### config.mk
export PLATFORM = sky130hd
export DESIGN_NAME = floppy_status_command_regs
export DESIGN_NICKNAME = d
export VERILOG_FILES = /design/src/pkg/fdc_regs_pkg.sv /design/src/hw/pin_edge_toggle.sv /design/src/hw/floppy_status_command_regs.sv
export SDC_FILE = /design/constraint.sdc
export NUM_CORES = 1
export LEC_CHECK = 0
export BUFFER_PORTS_ARGS = -buffer_cell sky130_fd_sc_hd__buf_2
export CAP_MARGIN = 20
export CORE_ASPECT_RATIO = 0.6
export CORE_UTILIZATION = 45
export CTS_BUF_LIST = sky130_fd_sc_hd__clkbuf_16
export CTS_CLUSTER_DIAMETER = 60
export DETAILED_ROUTE_END_ITERATION = 8
export GPL_ROUTABILITY_DRIVEN = 0
export GPL_TIMING_DRIVEN = 1
export PLACE_DENSITY = 0.72
export SLEW_MARGIN = 0
export SYNTH_ARGS = -nofsm -noshare
export SYNTH_HDL_FRONTEND = slang
export SYNTH_SLANG_ARGS = --single-unit
### constraint.sdc
create_clock -name clock -period 12.06 [get_ports clock]
set_input_delay 0.603 -clock clock [delete_from_list [all_inputs] [get_ports clock]]
set_output_delay 0.603 -clock clock [all_outputs]
set_load 0.005 [all_outputs]
### src/pkg/fdc_regs_pkg.sv
// Constants shared by the floppy register bank and its testbench.
// Assumes an eight-byte host I/O window decoded on the three low address bits.
package fdc_regs_pkg;

    // Host I/O offsets from the base address.
    localparam logic [2:0] OFS_MONITOR_A = 3'h0;
    localparam logic [2:0] OFS_MONITOR_B = 3'h1;
    localparam logic [2:0] OFS_DRIVE_OUT = 3'h2;
    localparam logic [2:0] OFS_TAPE_ASSIGN = 3'h3;
    localparam logic [2:0] OFS_STATUS_RATE = 3'h4;
    localparam logic [2:0] OFS_FIFO = 3'h5;
    localparam logic [2:0] OFS_INPUT_CONFIG = 3'h7;

    // Drive output control field positions.
    localparam int DO_SEL_LSB = 0;
    localparam int DO_RESET_N_BIT = 2;
    localparam int DO_DMA_EN_BIT = 3;
    localparam int DO_MOTOR_LSB = 4;

    // Main status bit positions.
    localparam int MS_RQM_BIT = 7;
    localparam int MS_DIO_BIT = 6;
    localparam int MS_BUSY_BIT = 4;

    // Values after reset.
    localparam logic [7:0] DRIVE_OUT_RESET = 8'h00;
    localparam logic [1:0] TAPE_SEL_RESET = 2'h0;
    localparam logic [1:0] DATA_RATE_RESET = 2'h2;
    localparam logic [7:0] SPECIFY_RESET = 8'h00;

    // Command codes recognised by the command phase.
    localparam logic [7:0] CMD_SPECIFY = 8'h03;
    localparam logic [7:0] CMD_SENSE_DRIVE = 8'h04;
    localparam logic [7:0] CMD_DUMP_REGS = 8'h0E;

    // Result bytes and counts.
    localparam logic [7:0] ST0_INVALID = 8'h80;
    localparam logic [3:0] DUMP_COUNT = 4'hA;
    localparam logic [3:0] SENSE_COUNT = 4'h1;
    localparam logic [3:0] INVALID_COUNT = 4'h1;
    localparam logic [1:0] SPECIFY_PARAMS = 2'h2;
    localparam logic [1:0] SENSE_PARAMS = 2'h1;

    // Command phase states.
    typedef enum logic [1:0] {
        PH_IDLE,
        PH_PARAM,
        PH_RESULT
    } phase_t;

endpackage

### src/hw/pin_edge_toggle.sv
// Pin monitor cell: optional two-flop synchroniser, a latched level and an edge toggle.
// Assumes a single clock; SYNC=1 for pins from outside the clock domain.
`timescale 1ns/1ps
module pin_edge_toggle #(
    parameter bit SYNC = 1'b1
) (
    input wire logic clock,
    input wire logic rst,
    input wire logic pin_in,
    output logic level_q,
    output logic toggle_q
);

    logic meta_q;
    logic meta_d;
    logic level_d;
    logic toggle_d;
    logic stage_in;
    logic hist_q;
    logic hist_d;

    // Optional first stage feeds only the level flop; edges are seen on settled levels.
    always_comb begin
        meta_d = pin_in;
        stage_in = SYNC ? meta_q : pin_in;
        level_d = stage_in;
        hist_d = level_q;
        toggle_d = toggle_q ^ (level_q & ~hist_q);
    end

    // Pin registers reset to the idle high level and the toggle to zero, so release of reset makes no false edge.
    always_ff @(posedge clock or posedge rst) begin
        if (rst) begin
            meta_q <= 1'b1;
            level_q <= 1'b1;
            hist_q <= 1'b1;
            toggle_q <= 1'b0;
        end else begin
            meta_q <= meta_d;
            level_q <= level_d;
            hist_q <= hist_d;
            toggle_q <= toggle_d;
        end
    end

    // A rising edge on the settled level flips the toggle one edge later.
    a_toggle_on_rise: assert property (@(posedge clock) disable iff (rst)
        (level_q && !hist_q) |=> (toggle_q != $past(toggle_q)))
        else $error("toggle did not flip on a rising pin edge");

endmodule

### src/hw/floppy_status_command_regs.sv
// Host register bank of the floppy controller: pin monitors, drive output,
// tape assignment, main status, data rate and a small command phase.
// Assumes one-cycle host strobes on clock; core signals share this clock.
`timescale 1ns/1ps
// Contract
// - Decode offsets 0,1,2,3,4,5,7 to monitor A/B, drive out, tape, status, FIFO, config.
// - First layout monitor A: bit7 interrupt, bit5 inverted step, bit3 inverted head.
// - First layout monitor A: second drive, track zero, index, write protect, direction.
// - Alternate monitor A: bit6 request pin, bit5 latched step inverted, tracks, index inverted.
// - Alternate monitor A: bit3 head pin level, bit1 protected high, bit0 inward low.
// - First layout monitor B: bit5 drive select bit0, write gate, motors inverted.
// - First layout monitor B: bits 4 and 3 toggle on write/read data rising edges.
// - Alternate monitor B: second drive, drive A/B select levels, C/D select levels in bits 1:0.
// - Alternate monitor B bits 4..2 show inverted latched write, read, gate pins.
// - Drive output register is write-only and cleared by master reset.
// - Tape bits 1:0 map tape to logical drive 1..3 or none.
// - Only tape bits 1:0 exist unless three-mode is enabled.
// - Three-mode tape bits 7:6 show media id from config bits 3:2.
// - Three-mode tape bits 5:4 show drive type of last selected drive.
// - Three-mode tape bits 3:2 show boot drive from config bits 1:0.
// - Dump command places cylinders, timings, sectors, lock and FIFO settings in results.
// - Sense drive status takes one parameter byte, returns one status byte.
// - Unknown command does nothing, enters standby, returns one byte 80 hex.
module floppy_status_command_regs (
    input wire logic clock,
    input wire logic rst,
    input wire logic [2:0] host_addr,
    input wire logic host_cs,
    input wire logic host_rd,
    input wire logic host_wr,
    input wire logic [7:0] host_wdata,
    output logic [7:0] host_rdata_q,
    output logic host_rdata_oe,
    input wire logic alt_compat_mode,
    input wire logic three_mode_enable,
    input wire logic [7:0] drive_type_config_reg,
    input wire logic [7:0] media_boot_config_reg,
    input wire logic fdc_interrupt,
    input wire logic transfer_request_pin,
    input wire logic step_pulse_pin_n,
    input wire logic step_inward,
    input wire logic side_select_pin_n,
    input wire logic write_gate_pin_n,
    input wire logic write_data_pin_n,
    input wire logic read_data_pin_n,
    input wire logic second_drive_present_n,
    input wire logic track_zero_input_n,
    input wire logic index_pulse_signal_n,
    input wire logic write_protect_input_n,
    input wire logic disk_change_n,
    input wire logic [31:0] present_cylinder,
    input wire logic [7:0] sectors_per_track,
    input wire logic [7:0] perpendicular_settings,
    input wire logic [7:0] fifo_settings,
    input wire logic [7:0] precomp_start_track,
    output logic motor_a_pin_n,
    output logic motor_b_pin_n,
    output logic drive_a_select_pin_n,
    output logic drive_b_select_pin_n,
    output logic drive_c_select_pin_n,
    output logic drive_d_select_pin_n,
    output logic dma_irq_enable,
    output logic controller_reset_n,
    output logic [1:0] data_rate,
    output logic non_dma_flag,
    output logic controller_standby
);

    // Pin synchronisers: first and second stage for drive-side inputs.
    logic [4:0] pin_meta_q;
    logic [4:0] pin_sync_q;
    logic [4:0] pin_meta_d;
    logic [4:0] pin_sync_d;
    logic two_drv_n;
    logic trk0_n;
    logic index_n;
    logic wprot_n;
    logic dskchg_n;

    always_comb begin
        pin_meta_d = {disk_change_n, write_protect_input_n, index_pulse_signal_n,
                      track_zero_input_n, second_drive_present_n};
        pin_sync_d = pin_meta_q;
    end

    always_ff @(posedge clock or posedge rst) begin
        if (rst) begin
            pin_meta_q <= 5'h1F;
            pin_sync_q <= 5'h1F;
        end else begin
            pin_meta_q <= pin_meta_d;
            pin_sync_q <= pin_sync_d;
        end
    end

    assign two_drv_n = pin_sync_q[0];
    assign trk0_n = pin_sync_q[1];
    assign index_n = pin_sync_q[2];
    assign wprot_n = pin_sync_q[3];
    assign dskchg_n = pin_sync_q[4];

    // Latched pin levels and toggles for write data, read data and step/gate.
    logic wd_level;
    logic wd_toggle;
    logic rd_level;
    logic rd_toggle;
    logic step_latch_q;
    logic gate_latch_q;

    pin_edge_toggle #(.SYNC(1'b0)) u_write_data (
        .clock(clock),
        .rst(rst),
        .pin_in(write_data_pin_n),
        .level_q(wd_level),
        .toggle_q(wd_toggle)
    );

    pin_edge_toggle #(.SYNC(1'b1)) u_read_data (
        .clock(clock),
        .rst(rst),
        .pin_in(read_data_pin_n),
        .level_q(rd_level),
        .toggle_q(rd_toggle)
    );

    always_ff @(posedge clock or posedge rst) begin
        if (rst) begin
            step_latch_q <= 1'b1;
            gate_latch_q <= 1'b1;
        end else begin
            step_latch_q <= step_pulse_pin_n;
            gate_latch_q <= write_gate_pin_n;
        end
    end

    // Host access decode.
    logic rd_en;
    logic wr_en;
    assign rd_en = host_cs & host_rd;
    assign wr_en = host_cs & host_wr;

    // Writable registers: drive output, tape select, data rate, specify bytes.
    logic [7:0] do_q;
    logic [7:0] do_d;
    logic [1:0] tape_q;
    logic [1:0] tape_d;
    logic [1:0] rate_q;
    logic [1:0] rate_d;
    logic [7:0] spec_a_q;
    logic [7:0] spec_a_d;
    logic [7:0] spec_b_q;
    logic [7:0] spec_b_d;

    // Command phase state.
    fdc_regs_pkg::phase_t phase_q;
    fdc_regs_pkg::phase_t phase_d;
    logic [7:0] cmd_q;
    logic [7:0] cmd_d;
    logic [1:0] pcnt_q;
    logic [1:0] pcnt_d;
    logic [3:0] rcnt_q;
    logic [3:0] rcnt_d;
    logic [3:0] ridx_q;
    logic [3:0] ridx_d;
    logic [7:0] res_q [0:9];
    logic [7:0] res_d [0:9];
    logic standby_q;
    logic standby_d;
    logic [7:0] st3;
    logic fifo_wr;
    logic fifo_rd;

    assign fifo_wr = wr_en && host_addr == fdc_regs_pkg::OFS_FIFO;
    assign fifo_rd = rd_en && host_addr == fdc_regs_pkg::OFS_FIFO;

    // Register writes; monitor offsets have no write path at all.
    always_comb begin
        do_d = do_q;
        tape_d = tape_q;
        rate_d = rate_q;
        if (wr_en && host_addr == fdc_regs_pkg::OFS_DRIVE_OUT) begin
            do_d = host_wdata;
        end
        if (wr_en && host_addr == fdc_regs_pkg::OFS_TAPE_ASSIGN) begin
            tape_d = host_wdata[1:0];
        end
        if (wr_en && (host_addr == fdc_regs_pkg::OFS_STATUS_RATE ||
                      host_addr == fdc_regs_pkg::OFS_INPUT_CONFIG)) begin
            rate_d = host_wdata[1:0];
        end
    end

    // Master reset clears the drive output register.
    always_ff @(posedge clock or posedge rst) begin
        if (rst) begin
            do_q <= fdc_regs_pkg::DRIVE_OUT_RESET;
            tape_q <= fdc_regs_pkg::TAPE_SEL_RESET;
            rate_q <= fdc_regs_pkg::DATA_RATE_RESET;
        end else begin
            do_q <= do_d;
            tape_q <= tape_d;
            rate_q <= rate_d;
        end
    end

    // Drive status byte for the sense command, from the selected head and drive.
    always_comb begin
        st3 = {1'b0, ~wprot_n, 1'b1, ~trk0_n, 1'b1, host_wdata[2:0]};
    end

    // Command phase: collects parameters and loads the result bytes.
    always_comb begin
        phase_d = phase_q;
        cmd_d = cmd_q;
        pcnt_d = pcnt_q;
        rcnt_d = rcnt_q;
        ridx_d = ridx_q;
        standby_d = standby_q;
        spec_a_d = spec_a_q;
        spec_b_d = spec_b_q;
        res_d = res_q;
        case (phase_q)
            fdc_regs_pkg::PH_IDLE: begin
                if (fifo_wr) begin
                    cmd_d = host_wdata;
                    standby_d = 1'b0;
                    ridx_d = 4'h0;
                    pcnt_d = 2'h0;
                    if (host_wdata == fdc_regs_pkg::CMD_DUMP_REGS) begin
                        res_d[0] = present_cylinder[7:0];
                        res_d[1] = present_cylinder[15:8];
                        res_d[2] = present_cylinder[23:16];
                        res_d[3] = present_cylinder[31:24];
                        res_d[4] = spec_a_q;
                        res_d[5] = spec_b_q;
                        res_d[6] = sectors_per_track;
                        res_d[7] = perpendicular_settings;
                        res_d[8] = fifo_settings;
                        res_d[9] = precomp_start_track;
                        rcnt_d = fdc_regs_pkg::DUMP_COUNT;
                        phase_d = fdc_regs_pkg::PH_RESULT;
                    end else if (host_wdata == fdc_regs_pkg::CMD_SENSE_DRIVE ||
                                 host_wdata == fdc_regs_pkg::CMD_SPECIFY) begin
                        phase_d = fdc_regs_pkg::PH_PARAM;
                    end else begin
                        res_d[0] = fdc_regs_pkg::ST0_INVALID;
                        rcnt_d = fdc_regs_pkg::INVALID_COUNT;
                        standby_d = 1'b1;
                        phase_d = fdc_regs_pkg::PH_RESULT;
                    end
                end
            end
            fdc_regs_pkg::PH_PARAM: begin
                if (fifo_wr) begin
                    pcnt_d = pcnt_q + 2'h1;
                    if (cmd_q == fdc_regs_pkg::CMD_SENSE_DRIVE) begin
                        res_d[0] = st3;
                        rcnt_d = fdc_regs_pkg::SENSE_COUNT;
                        phase_d = fdc_regs_pkg::PH_RESULT;
                    end else if (pcnt_q == 2'h0) begin
                        spec_a_d = host_wdata;
                    end else begin
                        spec_b_d = host_wdata;
                        phase_d = fdc_regs_pkg::PH_IDLE;
                    end
                end
            end
            fdc_regs_pkg::PH_RESULT: begin
                if (fifo_rd) begin
                    ridx_d = ridx_q + 4'h1;
                    if (ridx_q == rcnt_q - 4'h1) begin
                        phase_d = fdc_regs_pkg::PH_IDLE;
                    end
                end
            end
            default: begin
                phase_d = fdc_regs_pkg::PH_IDLE;
            end
        endcase
    end

    always_ff @(posedge clock or posedge rst) begin
        if (rst) begin
            phase_q <= fdc_regs_pkg::PH_IDLE;
            cmd_q <= 8'h00;
            pcnt_q <= 2'h0;
            rcnt_q <= 4'h0;
            ridx_q <= 4'h0;
            standby_q <= 1'b0;
            spec_a_q <= fdc_regs_pkg::SPECIFY_RESET;
            spec_b_q <= fdc_regs_pkg::SPECIFY_RESET;
            for (int i = 0; i < 10; i++) begin
                res_q[i] <= 8'h00;
            end
        end else begin
            phase_q <= phase_d;
            cmd_q <= cmd_d;
            pcnt_q <= pcnt_d;
            rcnt_q <= rcnt_d;
            ridx_q <= ridx_d;
            standby_q <= standby_d;
            spec_a_q <= spec_a_d;
            spec_b_q <= spec_b_d;
            res_q <= res_d;
        end
    end

    // Read data mux; one compatibility input picks both monitor layouts.
    logic [7:0] mon_a;
    logic [7:0] mon_b;
    logic [7:0] tape_rd;
    logic [7:0] rdata_d;
    logic [2:0] dtype_lsb;
    always_comb begin
        dtype_lsb = {do_q[1:0], 1'b0};
        if (alt_compat_mode) begin
            mon_a = {fdc_interrupt, transfer_request_pin, ~step_latch_q, ~trk0_n,
                     side_select_pin_n, ~index_n, ~wprot_n, ~step_inward};
            mon_b = {two_drv_n, drive_b_select_pin_n, drive_a_select_pin_n,
                     ~wd_level, ~rd_level, ~gate_latch_q,
                     drive_d_select_pin_n, drive_c_select_pin_n};
        end else begin
            mon_a = {fdc_interrupt, two_drv_n, ~step_pulse_pin_n, trk0_n,
                     ~side_select_pin_n, index_n, wprot_n, step_inward};
            mon_b = {2'b11, do_q[0], wd_toggle, rd_toggle,
                     ~write_gate_pin_n, ~motor_b_pin_n, ~motor_a_pin_n};
        end
        if (three_mode_enable) begin
            tape_rd = {media_boot_config_reg[3:2],
                       drive_type_config_reg[dtype_lsb +: 2],
                       media_boot_config_reg[1:0], tape_q};
        end else begin
            tape_rd = {6'h00, tape_q};
        end
        case (host_addr)
            fdc_regs_pkg::OFS_MONITOR_A: rdata_d = mon_a;
            fdc_regs_pkg::OFS_MONITOR_B: rdata_d = mon_b;
            fdc_regs_pkg::OFS_TAPE_ASSIGN: rdata_d = tape_rd;
            fdc_regs_pkg::OFS_STATUS_RATE: begin
                rdata_d = 8'h00;
                rdata_d[fdc_regs_pkg::MS_RQM_BIT] = 1'b1;
                rdata_d[fdc_regs_pkg::MS_DIO_BIT] = phase_q == fdc_regs_pkg::PH_RESULT;
                rdata_d[fdc_regs_pkg::MS_BUSY_BIT] = phase_q != fdc_regs_pkg::PH_IDLE;
            end
            fdc_regs_pkg::OFS_FIFO: begin
                rdata_d = phase_q == fdc_regs_pkg::PH_RESULT ? res_q[ridx_q] : 8'h00;
            end
            fdc_regs_pkg::OFS_INPUT_CONFIG: rdata_d = {~dskchg_n, 7'h00};
            default: rdata_d = 8'h00;
        endcase
    end

    // Read data register updates on each read strobe.
    always_ff @(posedge clock or posedge rst) begin
        if (rst) begin
            host_rdata_q <= 8'h00;
        end else if (rd_en) begin
            host_rdata_q <= rdata_d;
        end
    end

    // Bus drive in the cycle after a read; write-only and unused offsets stay off.
    logic oe_q;
    always_ff @(posedge clock or posedge rst) begin
        if (rst) begin
            oe_q <= 1'b0;
        end else begin
            oe_q <= rd_en && host_addr != fdc_regs_pkg::OFS_DRIVE_OUT && host_addr != 3'h6;
        end
    end
    assign host_rdata_oe = oe_q;

    // Drive-side outputs from the drive output register; data rate and standby from their own registers, non-DMA flag from bit 0 of the second specify byte.
    always_comb begin
        motor_a_pin_n = ~do_q[fdc_regs_pkg::DO_MOTOR_LSB];
        motor_b_pin_n = ~do_q[fdc_regs_pkg::DO_MOTOR_LSB + 1];
        drive_a_select_pin_n = do_q[1:0] != 2'h0;
        drive_b_select_pin_n = do_q[1:0] != 2'h1;
        drive_c_select_pin_n = do_q[1:0] != 2'h2;
        drive_d_select_pin_n = do_q[1:0] != 2'h3;
        dma_irq_enable = do_q[fdc_regs_pkg::DO_DMA_EN_BIT];
        controller_reset_n = do_q[fdc_regs_pkg::DO_RESET_N_BIT];
        data_rate = rate_q;
        non_dma_flag = spec_b_q[0];
        controller_standby = standby_q;
    end

    a_wo_no_drive: assert property (@(posedge clock) disable iff (rst)
        (rd_en && host_addr == fdc_regs_pkg::OFS_DRIVE_OUT) |=> !host_rdata_oe)
        else $error("write-only offset drove the bus");

    a_ro_ignores_write: assert property (@(posedge clock) disable iff (rst)
        (wr_en && host_addr <= fdc_regs_pkg::OFS_MONITOR_B) |=> $stable(do_q) && $stable(tape_q))
        else $error("write to a status offset changed state");

    a_invalid_result: assert property (@(posedge clock) disable iff (rst)
        (fifo_wr && phase_q == fdc_regs_pkg::PH_IDLE && host_wdata[7:6] == 2'b01)
        |=> res_q[0] == fdc_regs_pkg::ST0_INVALID && controller_standby &&
            phase_q == fdc_regs_pkg::PH_RESULT && rcnt_q == fdc_regs_pkg::INVALID_COUNT)
        else $error("invalid command did not answer 80 hex");

    a_sense_one_byte: assert property (@(posedge clock) disable iff (rst)
        (fifo_wr && phase_q == fdc_regs_pkg::PH_PARAM && cmd_q == fdc_regs_pkg::CMD_SENSE_DRIVE)
        |=> phase_q == fdc_regs_pkg::PH_RESULT && rcnt_q == 4'h1)
        else $error("sense drive status result count wrong");

    a_dump_count: assert property (@(posedge clock) disable iff (rst)
        (fifo_wr && phase_q == fdc_regs_pkg::PH_IDLE && host_wdata == fdc_regs_pkg::CMD_DUMP_REGS)
        |=> rcnt_q == 4'hA && res_q[6] == $past(sectors_per_track))
        else $error("dump result not loaded");

    a_tape_normal: assert property (@(posedge clock) disable iff (rst)
        (rd_en && host_addr == fdc_regs_pkg::OFS_TAPE_ASSIGN && !three_mode_enable)
        |=> host_rdata_q[7:2] == 6'h00 && host_rdata_q[1:0] == $past(tape_q))
        else $error("tape register upper bits not zero");

    a_media_id: assert property (@(posedge clock) disable iff (rst)
        (rd_en && host_addr == fdc_regs_pkg::OFS_TAPE_ASSIGN && three_mode_enable)
        |=> host_rdata_q[7:6] == $past(media_boot_config_reg[3:2]))
        else $error("media id bits wrong");

    a_monitor_irq: assert property (@(posedge clock) disable iff (rst)
        (rd_en && host_addr == fdc_regs_pkg::OFS_MONITOR_A) |=> host_rdata_q[7] == $past(fdc_interrupt))
        else $error("monitor A interrupt bit wrong");

    a_sel_mirror: assert property (@(posedge clock) disable iff (rst)
        (rd_en && host_addr == fdc_regs_pkg::OFS_MONITOR_B && !alt_compat_mode)
        |=> host_rdata_q[5] == $past(do_q[0]))
        else $error("monitor B select mirror wrong");

endmodule

==> summary.md, run 1 <==
| Metric | Value |
|---|---|
| Post-synth ARST share | 100% |
| Core Util, Final | between 50% and 60% |
| Fill cell count | about 1300 |
| Setup violators final | 0 |
| Initial antenna violation count | 0 |
| Later-pin clock latency in the skew report | 0.42 ns |
| P_leak | 0.00431 uW |
| Max-cap violation count | 0 |
| Place WS | 8.61 ns |
| Port Buffers | 127 |
| Outcome | completed |
| Row cnt | 35 |
| EDFF count, synth | 0 |
| Share of layout cells above drive strength 1 | 44.9% |
| Antenna diodes | 0 |
| Maximum vdd drop | 0.0889 mV |
| Via Count | 4999 |
| Post-synthesis register bit count | roughly 150 |
| Setup WS post-layout | ~9.0 ns |
| # DRC | 0 |
| Cts hold-fix bufs | 0 |
| Total Power | 1210 uW |
| Vias in the first global route | 4915 |
| FF-to-FF path depth | 4 |
| DIE AREA | 16900 um2 |
| Root buf cell | clkbuf_16 |
| CTS buffer count | 17 |
| Drt first pass iters | 5 |
| Worst Path Class, Setup | input pin to flop |
| CP endpoint kind | flop |
| DIE HEIGHT | 101 um |
| PostCTS Resize Cnt | 0 |
| Fin. Hold Viols | 0 |
| First-pass GRT wire length | 27300 um |
| Worst min-delay path category | input pin to flop |
| Seq/Total Area, Yosys | a little over half |
| Hold WS | 0.278 ns |
| DR WL/cell | 19.5 um |
| Pin count of the biggest net entering global routing | 79 |
| Clk_skew | 0.0100 ns |
| Vias per inst | 5.60 |
| Initial Util | between 40 and 50% |
| Hold depth | 1 |
| Most frequent cells in the layout | dfrtp_1, buf_2, mux2_4 |
| CTS Sinks | 153 |
| # nets final | 792 |
| Area delta synth->final | 17.3% |
| Post-CTS Setup Bufs | 0 |
| Gate count of the mapped netlist | 560 |
| Fin. max-slew vios | 0 |
| RSZ-0062 raised after global routing | false |
| CTS clk-pin slew, worst paths | 0.07 ns |
| Initial DRC Count | 550 |
| Yosys Warn Count | 0 |
| Highest clock rate | 323 MHz |
| Top FF cell, synth | dfrtp_1 |
| Period utilization | 25.7% |
| Core Area | between 15000 and 20000 um2 |
| Worst Tran Pin Value | 1.07 ns |
| CTS tree | built |
| Setup TNS | 0 ns |
| DIE WIDTH | about 170 um |
| Synth Cell Area | ~7400 um2 |
| Crit path DAT | 3.39 ns |
| Synth Net Count | 675 |
| Pwr Density | 140 nW/um2 |
| Crit path time final | just over 3 ns |
| Crit Path Max Fanout | 59 |
| CP startpoint kind | input pin |
| Residual antenna-violating net count after detailed routing | 0 |
| Io pins | 132 |
| H-tree Lvls | 4 |
| Hpwl dp | 12300 um |
| CTS Buffer Depth | 2 |
| Cell variety after synth | 56 |
| Syn Area/Cell | around 13 um2 |
| Most common cell after layout, fill and taps aside | dfrtp_1 |
| Data required time of the critical path | 12.36 ns |
| Slew headroom | roughly 28% |
| WL final | 17400 um |
| GR Overflow Total | 0 |
| All-layer global routing usage | 21.4% |
## synthesized netlist by cell type, types with 3 or more instances
library cell	instances	area, um2
nand3_1	13	65.1
a2111oi_0	4	35.0
nand2_1	29	109
dfstp_2	18	473
nor2_1	25	93.8
nor3_1	6	30.0
o21a_1	3	22.5
a22oi_1	10	75.1
inv_1	16	60.1
a21oi_1	25	125
buf_2	9	45.0
mux2_2	34	383
o21ai_0	18	90.1
mux2_4	70	1050
xnor2_1	6	52.6
nand4_1	7	43.8
o22ai_1	3	18.8
mux4_2	12	270
xor2_1	7	61.3
nor4_1	3	18.8
ha_1	4	50.1
dfrtp_1	135	3380
or2_2	4	25.0
nand2b_1	6	37.5
clkbuf_1	14	52.6
nor2b_1	7	43.8
a31oi_1	4	25.0
o211ai_1	7	52.6
mux2i_1	22	220
buf_6	7	78.8
## final timing paths
kind	end	from	slack (ns)
setup / recovery	res_q[13]$_DFFE_PP0P_	host_addr[0]	8.97
hold / removal	pin_meta_q[1]$_DFF_PP1_	track_zero_input_n	0.28
setup reg to reg	res_q[13]$_DFFE_PP0P_	phase_q[1]$_DFFE_PP0P_	9.15
hold reg to reg	u_read_data.level_q$_DFF_PP1_	u_read_data.level_d$_DFF_PP1_	0.36
max in group asynchronous	u_read_data.toggle_q$_DFF_PP0_	rst	10.33
min in group asynchronous	res_q[27]$_DFFE_PP0P_	rst	0.30
## sequential cells by signal, indices dropped and copies added (netlist names), 2 cells and up
register,flops
data_rate,2
pin_sync_q,5
rcnt_q,2
do_q,6
phase_q,2
cmd_q,8
res_q,80
host_rdata_q,8
spec_a_q,8
spec_b_q,8
pin_meta_q,5
pcnt_q,2
ridx_q,4
tape_q,2
## logic make-up (layout without fill, tap and decap cells)
logic type,after synthesis,in the layout,share of synthesized area (%)
DFF,153,153,52.2
muxes,138,138,26.1
and+or+nand+nor,120,120,9.07
AOI/OAI and AO/OA,83,83,7.08
buffers and inverters,49,179,3.41
xor gates and xnor gates,13,13,1.54
adders and majority gates,4,4,0.678
## stage by stage
stage	std cells	instance area [um2]
6_report	893	8660
5_1_grt	893	8660
3_3_place_gp	861	8120
2_1_floorplan	560	7380
3_5_place_dp	861	8120
4_1_cts	893	8660
## layout make-up
cell class / count / area (um2) / area share [%]
Clock buffer: 17 / 425 / 4.91
Inverter: 16 / 65.1 / 0.751
Clock inverter: 15 / 120 / 1.39
Timing Repair Buffer: 131 / 666 / 7.68
Sequential cell: 153 / 3850 / 44.5
Tap cell: 203 / 254 / 2.93
Multi-Input combinational cell: 358 / 3280 / 37.9
## power by group
part           leakage (uW)  switching, uW  internal, uW
clock network      0.000251            225           266
logic               0.00205           78.1          72.1
registers           0.00202           33.0           537
## critical path, cell delays in order
cell and delay, ns:
buf_2 0.31, nand3b_4 0.23, nor4_4 0.86, nand2_4 0.34, buf_4 0.53, mux2_4 0.44
## layer usage
layer	vias up	wire (um)	global-route usage, %
li1	2266	-	-
met1	2545	8650	32.7
met2	170	7450	30.4
met3	18	1140	5.31
met4	0	195	5.29
met5	-	0	0
(Power assumes the default switching activity.)
==> run 2: changes to the inputs <==
Settings changed: PLACE_DENSITY 0.72 to 0.74.
Clock period 12.06 ns to 2.6 ns, I/O delays scaled along.
==> summary.md, run 2 (same netlist as run 1, synthesis figures left out) <==
| Metric | Value |
|---|---|
| Setup TNS | 0 ns (unchanged) |
| Crit path max-delay cell type | dfrtp_1 |
| Crit Path Max Fanout | 13 (-78%) |
| GR Overflow Total | 0 (unchanged) |
| CTS Sinks | 153 (unchanged) |
| Post-CTS Setup Bufs | 0 (unchanged) |
| CP max stage delay | 0.60 ns (-0.26 ns) |
| Max-cap violation count | 0 (unchanged) |
| Core Area | 15700 um2 (unchanged) |
| Reg with most FFs | res_q |
| Fill cell count | 1215 (-5.2%) |
| CP startpoint kind | flop |
| Area delta synth->final | 28.6% |
| Initial Util | 47.1% (unchanged) |
| Row cnt | 35 (unchanged) |
| Worst Tran Pin Value | 0.655 ns (-0.419 ns) |
| Residual antenna-violating net count after detailed routing | 0 (unchanged) |
| Most common cell after layout, fill and taps aside | dfrtp_1 |
| Period utilization | between 70% and 80% |
| # nets final | 868 (+9.6%) |
| DIE WIDTH | 167 um (unchanged) |
| CTS clk-pin slew, worst paths | 0.07 ns (about the same) |
| Vias per inst | 5.54 (-0.98%) |
| Finished Cell Area | 9500 um2 (+9.6%) |
| DIE AREA | 16900 um2 (unchanged) |
| Later-pin clock latency in the skew report | 0.43 ns (about the same) |
| RSZ-0062 raised after global routing | false |
| Pwr Density | 630 nW/um2 (+350%) |
| Critical path cell sequence | or3b_1 -> nor3_1 -> nand2_1 -> o211ai_1 -> a221o_1 |
| Crit path time final | approximately 2.0 ns |
| DIE HEIGHT | 101 um (unchanged) |
| Outcome | completed |
| # DRC | 0 (unchanged) |
| Maximum vdd drop | 0.394 mV (+340%) |
| Crit path DAT | 2.41 ns (-0.98 ns) |
| DP Cell Count | 871 (+1.2%) |
| WP buf/inv | 0 (-2) |
| Fin. max-slew vios | 0 (unchanged) |
| CTS buffer count | 17 (unchanged) |
| All-layer global routing usage | 24.4% (+2.9 points) |
| Initial antenna violation count | 1 (+1) |
| Core Util, Final | 60.6% (+5.3 points) |
| PostCTS Resize Cnt | 0 (unchanged) |
| Pin count of the biggest net entering global routing | 104 (+32%) |
| Max reg flops | 80 (unchanged) |
| DR WL/cell | 20.4 um (+4.8%) |
| Setup violators final | 0 (unchanged) |
| Fin. Hold Viols | 0 (unchanged) |
| Root buf cell | clkbuf_16 |
| WL final | 19800 um (+14%) |
| Port Buffers | 127 (unchanged) |
| Via Count | 5377 (+7.6%) |
| CP endpoint kind | flop |
| P_leak | 0.00470 uW (+8.9%) |
| CTS tree | built |
| Clk_skew | 0.0114 ns (+0.00135 ns) |
| CTS Buffer Depth | 2 (unchanged) |
| Post-Layout Cell Count | 970 (+8.6%) |
| H-tree Lvls | 4 (unchanged) |
| Data required time of the critical path | 2.97 ns (-9.39 ns) |
| Slew headroom | 56.1% (+28 points) |
| Most frequent cells in the layout | dfrtp_1, buf_2, mux2_4 |
| Drt first pass iters | 5 (unchanged) |
| Worst min-delay path category | input pin to flop |
| Share of layout cells above drive strength 1 | 41.5% (-3.4 points) |
| Post-place instance area | 8230 um2 (+1.4%) |
| First-pass GRT wire length | 30800 um (+13%) |
| Crit path max-delay family | simple AND/OR/NAND/NOR gates |
| Vias in the first global route | 5511 (+12%) |
| Hpwl dp | 13400 um (+9.0%) |
| Worst Path Class, Setup | flop to flop |
| Highest clock rate | 490 MHz |
| Io pins | 132 (unchanged) |
| Initial DRC Count | 470 (-15%) |
run 2: cell count changes in the layout (fill, tap and decap cells not counted):
cell / before / now
dlygate4sd3_1: 0 / 66
inv_1: 15 / 17
inv_8: 0 / 1
clkinvlp_4: 5 / 4
buf_12: 0 / 3
clkinv_4: 5 / 1
diode_2: 0 / 1
inv_6: 5 / 3
buf_4: 4 / 11
clkbuf_16: 17 / 21
run 2: final cells by class:
class | count | area, um2 | share of cell area (%)
well taps | 203 | 254 | 2.67
flip-flops and latches | 153 | 3850 | 40.6
diodes | 1 | 2.50 | 0.0264
clock buffers | 21 | 526 | 5.53
clock inverters | 11 | 80.1 | 0.843
repair buffers | 207 | 1440 | 15.2
inverters | 16 | 63.8 | 0.672
multi-input cells | 358 | 3280 | 34.5
run 2: tightest hold or removal path, cell delays in order:
cell     delay [ns]
buf_2          0.14
nand2_1        0.05
o21ai_0        0.07
run 2: metrics by stage:
stage | power (uW) | hold slack [ns] | setup slack [ns]
2_1_floorplan | 3100 | 0.134 | 0.554
3_3_place_gp | 3400 | 0.236 | 0.501
3_5_place_dp | 3440 | 0.236 | 0.444
4_1_cts | 6010 | 0.00151 | 0.589
5_1_grt | 6230 | 0.0108 | 0.460
6_report | 5980 | 0.0115 | 0.561
run 2: repair_timing:
action / in CTS / in global routing
hold buffers: 66 / 0
endpoints found under the hold margin: 200 / 0
setup endpoints to repair: 0 / 0
run 2: layer usage:
metal	global-route usage (%)	routed length [um]	vias to the layer above
li1	-	-	2409
met1	34.1	9400	2770
met2	38.1	9060	178
met3	5.98	1120	20
met4	6.49	237	0
met5	0	0	-
run 2: path summary, 6_finish.rpt:
check	from	endpoint	slack, ns	cells after the start
min in group asynchronous	rst	spec_a_q[1]$_DFFE_PP0P_	0.42	4
worst min-delay path	host_wdata[5]	do_q[5]$_DFFE_PP0P_	0.01	3
worst max-delay path	ridx_q[2]$_DFFE_PP0P_	host_rdata_q[7]$_DFFE_PP0P_	0.56	5
max in group asynchronous	rst	u_read_data.toggle_q$_DFF_PP0_	1.66	4
worst max register to register	ridx_q[2]$_DFFE_PP0P_	host_rdata_q[7]$_DFFE_PP0P_	0.56	5
worst min register to register	pin_meta_q[4]$_DFF_PP1_	pin_sync_q[4]$_DFF_PP1_	0.36	0
run 2: report_power, final:
part | total [uW] | leakage, uW | switching, uW | internal [uW]
combinational | 874 | 0.00239 | 439 | 435
clock | 2500 | 0.000295 | 1040 | 1460
sequential | 2610 | 0.00202 | 116 | 2490
